`config.mk`:
```
export PLATFORM = sky130hd
export DESIGN_NAME = ues_endpoint
export DESIGN_NICKNAME = d
export VERILOG_FILES = /design/src/verilog/ues_pkg.sv /design/src/verilog/ues_fifo.sv /design/src/verilog/ues_endpoint.sv
export SDC_FILE = /design/constraint.sdc
export NUM_CORES = 1
export LEC_CHECK = 0
export BUFFER_PORTS_ARGS = -buffer_cell sky130_fd_sc_hd__buf_2
export CELL_PAD_IN_SITES_DETAIL_PLACEMENT = 0
export CELL_PAD_IN_SITES_GLOBAL_PLACEMENT = 1
export CORE_UTILIZATION = 35
export CTS_CLUSTER_DIAMETER = 100
export CTS_CLUSTER_SIZE = 25
export DETAILED_ROUTE_END_ITERATION = 12
export MAX_ROUTING_LAYER = met4
export PLACE_DENSITY_LB_ADDON = 0.1
export SLEW_MARGIN = 15
export SYNTH_ARGS = -nofsm -noshare
export SYNTH_HDL_FRONTEND = slang
export SYNTH_SLANG_ARGS = --single-unit
```
`constraint.sdc`:
```
create_clock -name clk -period 8.55 [get_ports clk]
set_input_delay 0.855 -clock clk [delete_from_list [all_inputs] [get_ports clk]]
set_output_delay 0.855 -clock clk [all_outputs]
set_load 0.02 [all_outputs]
```
`src/verilog/ues_pkg.sv`:
```
/*
  Constants for one USB endpoint's control/status and byte FIFO port:
  APB offsets, field positions, reset values, endpoint type codes.
  Assumes a 32-bit APB slave on a single 125 MHz clock.
*/
package ues_pkg;

  // ==========================================================
  // register offsets (byte addresses)
  localparam int          ADDR_W    = 8;
  localparam logic [7:0]  CSR_OFS   = 8'h00;
  localparam logic [7:0]  FIFO_OFS  = 8'h04;
  localparam logic [7:0]  CFG_OFS   = 8'h08;

  // ==========================================================
  // control/status and config field positions, FIFO data width
  localparam int BK0_BIT   = 1;
  localparam int SETUP_BIT = 2;
  localparam int TXRDY_BIT = 4;
  localparam int BK1_BIT   = 6;
  localparam int DIR_BIT   = 7;
  localparam int TYPE_LSB  = 8;
  localparam int TYPE_W    = 3;
  localparam int DTGL_BIT  = 11;
  localparam int EN_BIT    = 15;
  localparam int CNT_LSB   = 16;
  localparam int CNT_W     = 11;
  localparam int DUAL_BIT  = 0;
  localparam int DATA_W    = 8;

  // ==========================================================
  // endpoint type codes; bit 2 marks the IN direction
  localparam logic [2:0] TYPE_CTRL   = 3'h0;
  localparam logic [2:0] TYPE_ISO_O  = 3'h1;
  localparam logic [2:0] TYPE_ISO_I  = 3'h5;
  localparam logic [2:0] TYPE_BLK_O  = 3'h2;
  localparam logic [2:0] TYPE_BLK_I  = 3'h6;
  localparam logic [2:0] TYPE_INT_O  = 3'h3;
  localparam logic [2:0] TYPE_INT_I  = 3'h7;
  localparam int         TYPE_IN_BIT = 2;

  // ==========================================================
  // values after reset and buffer sizing
  localparam logic [2:0]        TYPE_RST   = 3'h0;
  localparam logic [CNT_W-1:0]  CNT_RST    = 11'h000;
  localparam logic [31:0]       RDATA_RST  = 32'h0000_0000;
  localparam int                FIFO_DEPTH = 4;

endpackage

```
`src/verilog/ues_fifo.sv`:
```
/*
  Small synchronous FIFO with valid/ready on both sides.
  Assumes one clock and a synchronous active-high reset.
*/
`timescale 1ns/10ps
module ues_fifo #(
  parameter int WIDTH = 8,
  parameter int DEPTH = 4
) (
  input  wire logic             clk,
  input  wire logic             srst,
  input  wire logic             inValid,
  output logic                  inReady,
  input  wire logic [WIDTH-1:0] inData,
  output logic                  outValid,
  input  wire logic             outReady,
  output logic      [WIDTH-1:0] outData
);

  localparam int PTR_W = (DEPTH > 1) ? $clog2(DEPTH) : 1;
  localparam int CNT_W = $clog2(DEPTH + 1);

  typedef struct packed {
    logic [DEPTH-1:0][WIDTH-1:0] mem;
    logic [PTR_W-1:0]            wrPtr;
    logic [PTR_W-1:0]            rdPtr;
    logic [CNT_W-1:0]            count;
  } uesFifoState_t;

  uesFifoState_t st;
  uesFifoState_t next_st;
  logic          push;
  logic          pop;

  // =====================================================
  // handshakes: full and empty come straight from the count
  assign inReady  = (st.count != CNT_W'(DEPTH));
  assign outValid = (st.count != '0);
  assign outData  = st.mem[st.rdPtr];
  assign push     = inValid && inReady;
  assign pop      = outValid && outReady;

  // pointer and count update, one entry per transfer
  always_comb begin
    next_st = st;
    if (push) begin
      next_st.mem[st.wrPtr] = inData;
      next_st.wrPtr = (st.wrPtr == PTR_W'(DEPTH - 1)) ? '0 : st.wrPtr + 1'b1;
    end
    if (pop) begin
      next_st.rdPtr = (st.rdPtr == PTR_W'(DEPTH - 1)) ? '0 : st.rdPtr + 1'b1;
    end
    if (push && !pop) begin
      next_st.count = st.count + 1'b1;
    end else if (pop && !push) begin
      next_st.count = st.count - 1'b1;
    end
  end

  // state register
  always_ff @(posedge clk) begin
    if (srst) begin
      st <= '0;
    end else begin
      st <= next_st;
    end
  end

endmodule

```
`src/verilog/ues_endpoint.sv`:
```
/*
  One USB endpoint: control/status fields, FIFO byte port, receive
  banks and the accept decisions handed to the serial engine.
  Assumes an APB master on clk and a serial engine on the same clock
  that only ends a packet (rxEnd) after outAccept allowed it.
*/
`timescale 1ns/10ps
module ues_endpoint #(
  parameter int DEPTH = ues_pkg::FIFO_DEPTH
) (
  input  wire logic                       clk,
  input  wire logic                       srst,
  // apb slave
  input  wire logic [ues_pkg::ADDR_W-1:0] paddr,
  input  wire logic                       psel,
  input  wire logic                       penable,
  input  wire logic                       pwrite,
  input  wire logic [31:0]                pwdata,
  output logic      [31:0]                prdata,
  output logic                            pready,
  output logic                            pslverr,
  // receive side from the serial engine
  input  wire logic                       rxIsSetup,
  output logic                            outAccept,
  input  wire logic                       rxValid,
  output logic                            rxReady,
  input  wire logic [7:0]                 rxData,
  input  wire logic                       rxEnd,
  input  wire logic                       rxPid,
  // transmit side to the serial engine
  output logic                            inAccept,
  output logic                            inZeroLen,
  output logic                            txValid,
  input  wire logic                       txReady,
  output logic      [7:0]                 txData,
  input  wire logic                       txDone,
  // level request while a bank or setup packet waits
  output logic                            epIrq
);

  typedef struct packed {
    logic                       bank0Full;
    logic                       bank1Full;
    logic                       setupPend;
    logic                       txPayloadRdy;
    logic                       ctrlDir;
    logic [2:0]                 endpoint_type_code;
    logic                       dataToggle;
    logic                       epEnable;
    logic                       dualBank;
    logic [ues_pkg::CNT_W-1:0]  cnt0;
    logic [ues_pkg::CNT_W-1:0]  cnt1;
    logic [ues_pkg::CNT_W-1:0]  pktLen;
    logic [31:0]                rdata;
  } uesEpState_t;

  uesEpState_t st;
  uesEpState_t next_st;

  logic                      isCtrl;
  logic                      isIn;
  logic                      bankFree;
  logic                      hitCsr;
  logic                      hitFifo;
  logic                      hitCfg;
  logic                      mapped;
  logic                      setupPh;
  logic                      accessDone;
  logic                      csrWr;
  logic                      cfgWr;
  logic                      fifoWr;
  logic                      fifoRd;
  logic                      rxPush;
  logic                      rxOutValid;
  logic [7:0]                rxOutData;
  logic                      rxInReady;
  logic                      txInReady;
  logic                      txOutValid;
  logic                      txSend;
  logic [ues_pkg::CNT_W-1:0] shownCnt;
  logic [31:0]               csrView;

  // =====================================================
  // endpoint kind decode
  assign isCtrl   = (st.endpoint_type_code == ues_pkg::TYPE_CTRL);
  assign isIn     = st.endpoint_type_code[ues_pkg::TYPE_IN_BIT];
  // second bank counts as room only with ping-pong enabled
  assign bankFree = !st.bank0Full || (st.dualBank && !st.bank1Full);

  // =====================================================
  // accept decisions for the serial engine
  // setup taken on control while enabled with bank room; OUT data blocked while setup waits;
  // on control with direction 1 an OUT is the status stage and is taken
  assign outAccept = st.epEnable && bankFree &&
                     (rxIsSetup ? isCtrl
                                : (!st.setupPend && (isCtrl || !isIn)));
  // control with direction 0 answers IN with a zero-length status packet
  assign inZeroLen = isCtrl && !st.ctrlDir;
  assign inAccept  = st.epEnable && !st.setupPend &&
                     (isCtrl ? (!st.ctrlDir || st.txPayloadRdy)
                             : (isIn && st.txPayloadRdy));
  assign txSend    = inAccept && !inZeroLen;
  assign txValid   = txOutValid && txSend;
  assign rxReady   = rxInReady && outAccept;
  assign rxPush    = rxValid && rxReady;
  assign epIrq     = st.bank0Full || st.bank1Full || st.setupPend;

  // =====================================================
  // apb decode; a FIFO write waits while the transmit FIFO is full
  assign hitCsr     = (paddr == ues_pkg::CSR_OFS);
  assign hitFifo    = (paddr == ues_pkg::FIFO_OFS);
  assign hitCfg     = (paddr == ues_pkg::CFG_OFS);
  assign mapped     = hitCsr || hitFifo || hitCfg;
  assign setupPh    = psel && !penable;
  assign pready     = !(psel && penable && pwrite && hitFifo && !txInReady);
  assign pslverr    = psel && penable && !mapped;
  assign accessDone = psel && penable && pready;
  assign csrWr      = accessDone && pwrite && hitCsr;
  assign cfgWr      = accessDone && pwrite && hitCfg;
  assign fifoWr     = accessDone && pwrite && hitFifo;
  assign fifoRd     = accessDone && !pwrite && hitFifo;
  assign prdata     = st.rdata;

  // byte count of the bank firmware is draining
  assign shownCnt = (st.bank1Full && !st.bank0Full) ? st.cnt1 : st.cnt0;

  // =====================================================
  // control/status word as software sees it
  always_comb begin
    csrView = '0;
    csrView[ues_pkg::BK0_BIT]   = st.bank0Full;
    csrView[ues_pkg::SETUP_BIT] = st.setupPend;
    csrView[ues_pkg::TXRDY_BIT] = st.txPayloadRdy;
    csrView[ues_pkg::BK1_BIT]   = st.bank1Full;
    csrView[ues_pkg::DIR_BIT]   = st.ctrlDir;
    csrView[ues_pkg::TYPE_LSB +: ues_pkg::TYPE_W] = st.endpoint_type_code;
    csrView[ues_pkg::DTGL_BIT]  = st.dataToggle;
    csrView[ues_pkg::EN_BIT]    = st.epEnable;
    csrView[ues_pkg::CNT_LSB +: ues_pkg::CNT_W] = shownCnt;
  end

  // =====================================================
  // next state: software writes first, hardware events override except a TXRDY set by a write in the txDone cycle
  always_comb begin
    next_st = st;

    // read data latched in the setup cycle, stable through access
    if (setupPh) begin
      if (hitCsr) begin
        next_st.rdata = csrView;
      end else if (hitCfg) begin
        next_st.rdata = {31'h0000_0000, st.dualBank};
      end else if (hitFifo) begin
        next_st.rdata = {24'h00_0000, (rxOutValid ? rxOutData : 8'h00)};
      end else begin
        next_st.rdata = ues_pkg::RDATA_RST;
      end
    end

    // software writes to the control/status word
    if (csrWr) begin
      if (!pwdata[ues_pkg::BK0_BIT]) begin
        next_st.bank0Full = 1'b0;
      end
      if (!pwdata[ues_pkg::BK1_BIT]) begin
        next_st.bank1Full = 1'b0;
      end
      if (!pwdata[ues_pkg::SETUP_BIT]) begin
        next_st.setupPend = 1'b0;
      end
      if (pwdata[ues_pkg::TXRDY_BIT]) begin
        next_st.txPayloadRdy = 1'b1;
      end
      next_st.ctrlDir  = pwdata[ues_pkg::DIR_BIT];
      next_st.endpoint_type_code   = pwdata[ues_pkg::TYPE_LSB +: ues_pkg::TYPE_W];
      next_st.epEnable = pwdata[ues_pkg::EN_BIT];
    end
    if (cfgWr) begin
      next_st.dualBank = pwdata[ues_pkg::DUAL_BIT];
    end

    // each byte popped lowers the count of the bank being drained, which holds at zero
    if (fifoRd && rxOutValid && (shownCnt != '0)) begin
      if (st.bank1Full && !st.bank0Full) begin
        next_st.cnt1 = st.cnt1 - 1'b1;
      end else begin
        next_st.cnt0 = st.cnt0 - 1'b1;
      end
    end

    // bytes of the packet in flight
    if (rxPush) begin
      next_st.pktLen = st.pktLen + 1'b1;
    end

    // end of a received packet: pick a bank, latch length and toggle
    if (rxEnd) begin
      next_st.pktLen     = '0;
      next_st.dataToggle = rxPid;
      if (rxIsSetup) begin
        next_st.setupPend = 1'b1;
        next_st.cnt0      = st.pktLen;
      end else if (!st.bank0Full) begin
        next_st.bank0Full = 1'b1;
        next_st.cnt0      = st.pktLen;
      end else if (st.dualBank && !st.bank1Full) begin
        next_st.bank1Full = 1'b1;
        next_st.cnt1      = st.pktLen;
      end
    end

    // acknowledged IN: payload consumed, toggle advances
    if (txDone) begin
      next_st.dataToggle = !st.dataToggle;
      if (!(csrWr && pwdata[ues_pkg::TXRDY_BIT])) begin
        next_st.txPayloadRdy = 1'b0;
      end
    end
  end

  // state register
  always_ff @(posedge clk) begin
    if (srst) begin
      st        <= '0;
      st.endpoint_type_code <= ues_pkg::TYPE_RST;
      st.cnt0   <= ues_pkg::CNT_RST;
      st.cnt1   <= ues_pkg::CNT_RST;
      st.rdata  <= ues_pkg::RDATA_RST;
    end else begin
      st <= next_st;
    end
  end

  // =====================================================
  // receive path: engine fills, firmware drains one byte per read
  ues_fifo #(
    .WIDTH (ues_pkg::DATA_W),
    .DEPTH (DEPTH)
  ) u_rx_fifo (
    .clk      (clk),
    .srst     (srst),
    .inValid  (rxPush),
    .inReady  (rxInReady),
    .inData   (rxData),
    .outValid (rxOutValid),
    .outReady (fifoRd),
    .outData  (rxOutData)
  );

  // transmit path: firmware fills, engine drains during IN data
  ues_fifo #(
    .WIDTH (ues_pkg::DATA_W),
    .DEPTH (DEPTH)
  ) u_tx_fifo (
    .clk      (clk),
    .srst     (srst),
    .inValid  (fifoWr),
    .inReady  (txInReady),
    .inData   (pwdata[7:0]),
    .outValid (txOutValid),
    .outReady (txReady && txSend),
    .outData  (txData)
  );

endmodule

```
==> reports/results.tsv <==
metric	value	unit
IO Pins	107	
crit-path max cell delay	510	ps
Critical path buffers and inverters	3	
clock tree buffer depth	2	
max frequency	314	MHz
TritonCTS Buffers	17	
DR WL/cell	16.8	um
Final Wtd Congestion	0.779	
Syn Inst Count	836	
P&R area growth vs syn	13.9	%
WP data required	8890	ps
antenna-violating nets left	0	
CTS tree	built	
largest net degree at the start of global routing	75	
Post-DP Area	7380	um^2
EDFF count, synth	0	
flops & latches, synth	146	
post-CTS setup buffer count	0	
Starting Density	35.9	%
worst skew pair latency	430	ps
finished layout cell area	8000	um^2
Residual DRC	0	
Max VDD drop	0.115	mV
Seq/Total Area, Yosys	41.6	%
setup TNS	0	ps
Synth warnings	0	
Worst Hold Class	reg -> reg	
Crit Path Max Fanout	50	
crit end category	register	
PwrDens	193	nW/um^2
Avg Cell Area, Syn	8.40	um^2
initial antenna violation count	0	
Cell Area, Synth	7030	um^2
setup slack at placement	4930	ps
Final Max Slew Viols	0	
MaxCap Viol Count	0	
CTS Hold Bufs	0	
Worst Max-Slew Pin Slew	869	ps
diode count	0	
reg2reg path depth	6	
slew margin rel.	42.1	%
critical path's slowest cell	buf_4	
vias after detailed routing	5892	
Tot Pwr	1540	uW
Root Buffer	clkbuf_16	
Netlist cell types	56	
grt total ovfl	0	
RSZ-0062 raised after global routing	false	
Worst setup SP type	primary input	
I/O Buffers	78	
CTS H-tree depth	4	
GRT Total Usage	19.9	%
WP depth	11	
final wirelength	19200	um
final setup vio count	0	
flop-to-flop setup slack	5480	ps
clk slew on worst S/H paths	70	ps
fin nets	938	
crit share post-route	37.3	%
LEAKAGE	0.00293	uW
status	finished clean	
ys async rst share	0	%
layout cells sized above 1	17.0	%
Worst Skew	12.5	ps
top cell family by delay on the critical path	buffers and inverters	
post-synth top area share	41.6	%
post-cts sizing count	0	
synth top area cells	dfxtp_1 42%, nand2_1 8.2%, a21oi_1 5.8%	
CP Cell Sequence	buf_2 > nand2b_1 > nand4b_1 > a2111oi_2 > buf_4 > ha_1 > inv_1 > fa_1 > xor2_1 > or3_1 > a21oi_1	
Synth top cells by count	154 x nand2_1, 146 x dfxtp_1, 84 x nor2_1, 81 x a21oi_1	
global-route wire length before repair	30000	um
most common cell in the synthesized netlist	nand2_1	
Die Wd	144	um
dpl hpwl	13100	um
setup ws final	5360	ps
hold depth	2	
Data arrival, critical path	3530	ps
vias in the first global route	5561	
final hold vios	0	
critical path class	in -> reg	
DRT iter0 DRCs	372	
fin crit period	3190	ps
row count	51	
die area	20600	um^2
CTS sink cnt	146	
core area	19600	um^2
Via density	5.17	
drt first pass iters	5	
die span in y	144	um
Yosys top cell by area	dfxtp_1	
commonest register cell after synthesis	dfxtp_1	
final hold slack	449	ps
## cell usage in the layout, fill, tap and decap left out, types with 3 or more instances in the layout
cell	n
nand2_1	154
dfxtp_1	146
nor2_1	84
a21oi_1	81
buf_2	77
nand3_1	43
xor2_1	24
a22oi_1	18
inv_1	17
clkbuf_16	17
mux4_2	16
a211oi_1	15
ha_1	15
nand4_1	12
o21ai_0	12
mux2i_1	10
nor3_1	9
or3_1	8
conb_1	8
buf_4	8
a311oi_1	7
and2_1	7
nor2b_1	6
nand2b_1	6
o31ai_1	5
and3_1	5
a222oi_1	5
or4_1	4
nor3b_1	4
xnor2_1	3
or2_2	3
nor4_1	3
bufinv_16	3
clkinv_4	3
inv_6	3
## path summary, 6_finish.rpt
path	end	start
worst min-delay path	u_tx_fifo.st[9]	u_tx_fifo.st[9]
worst max-delay path	u_rx_fifo.st[2]	rxIsSetup
worst max register to register	st[51]	csrView[1]
worst min register to register	u_tx_fifo.st[9]	u_tx_fifo.st[9]
## flip-flops by register name, indices dropped and copies added, names as in the netlist
signal / cells
u_rx_fifo.st: 39
st: 34
u_tx_fifo.st: 39
prdata: 24
csrView: 10
## logic make-up after synthesis
logic type | count (synthesis) | share of synthesized area, %
AOI/OAI and AO/OA | 154 | 13.7
xor gates and xnor gates | 27 | 3.37
adders and majority gates | 17 | 3.24
buffers and inverters | 102 | 7.50
DFF | 146 | 41.6
muxes | 27 | 6.71
other | 1 | 0.0534
and+or+nand+nor | 362 | 23.9
## layout make-up
type / instances / area [um^2]
well taps: 265 / 332
fillers: 1996 / 11600
clock buffers: 19 / 443
multi-input cells: 595 / 3620
flip-flops and latches: 146 / 2920
clock inverters: 13 / 174
repair buffers: 85 / 445
inverters: 17 / 63.8
## metal layers
metal / GRT usage (%) / up-vias / share of wire, %
met5: - / - / 0
met4: 4.93 / 0 / 0.62
met3: 3.80 / 13 / 3.3
met2: 31.1 / 131 / 47
met1: 26.2 / 2825 / 49
li1: - / 2923 / -
## stage by stage
| stage | std cells | util, % |
|---|---|---|
| CTS | 1140 | 40.8 |
| floorplan | 843 | - |
| global placement | 1108 | 37.7 |
| global route | 1140 | 40.8 |
| finish | 1140 | 40.8 |
| detailed placement | 1108 | 37.7 |
## report_power, final
group | internal, uW | switching [uW]
Clock | 473 | 316
Combinational | 20.4 | 45.6
Sequential | 684 | 6.12
## worst min-delay path, stage by stage (launching register included)
cell and delay, ps:
dfxtp_1 310, nand2_1 50, a21oi_1 50
Note: power is estimated with default switching activity, not from simulation.
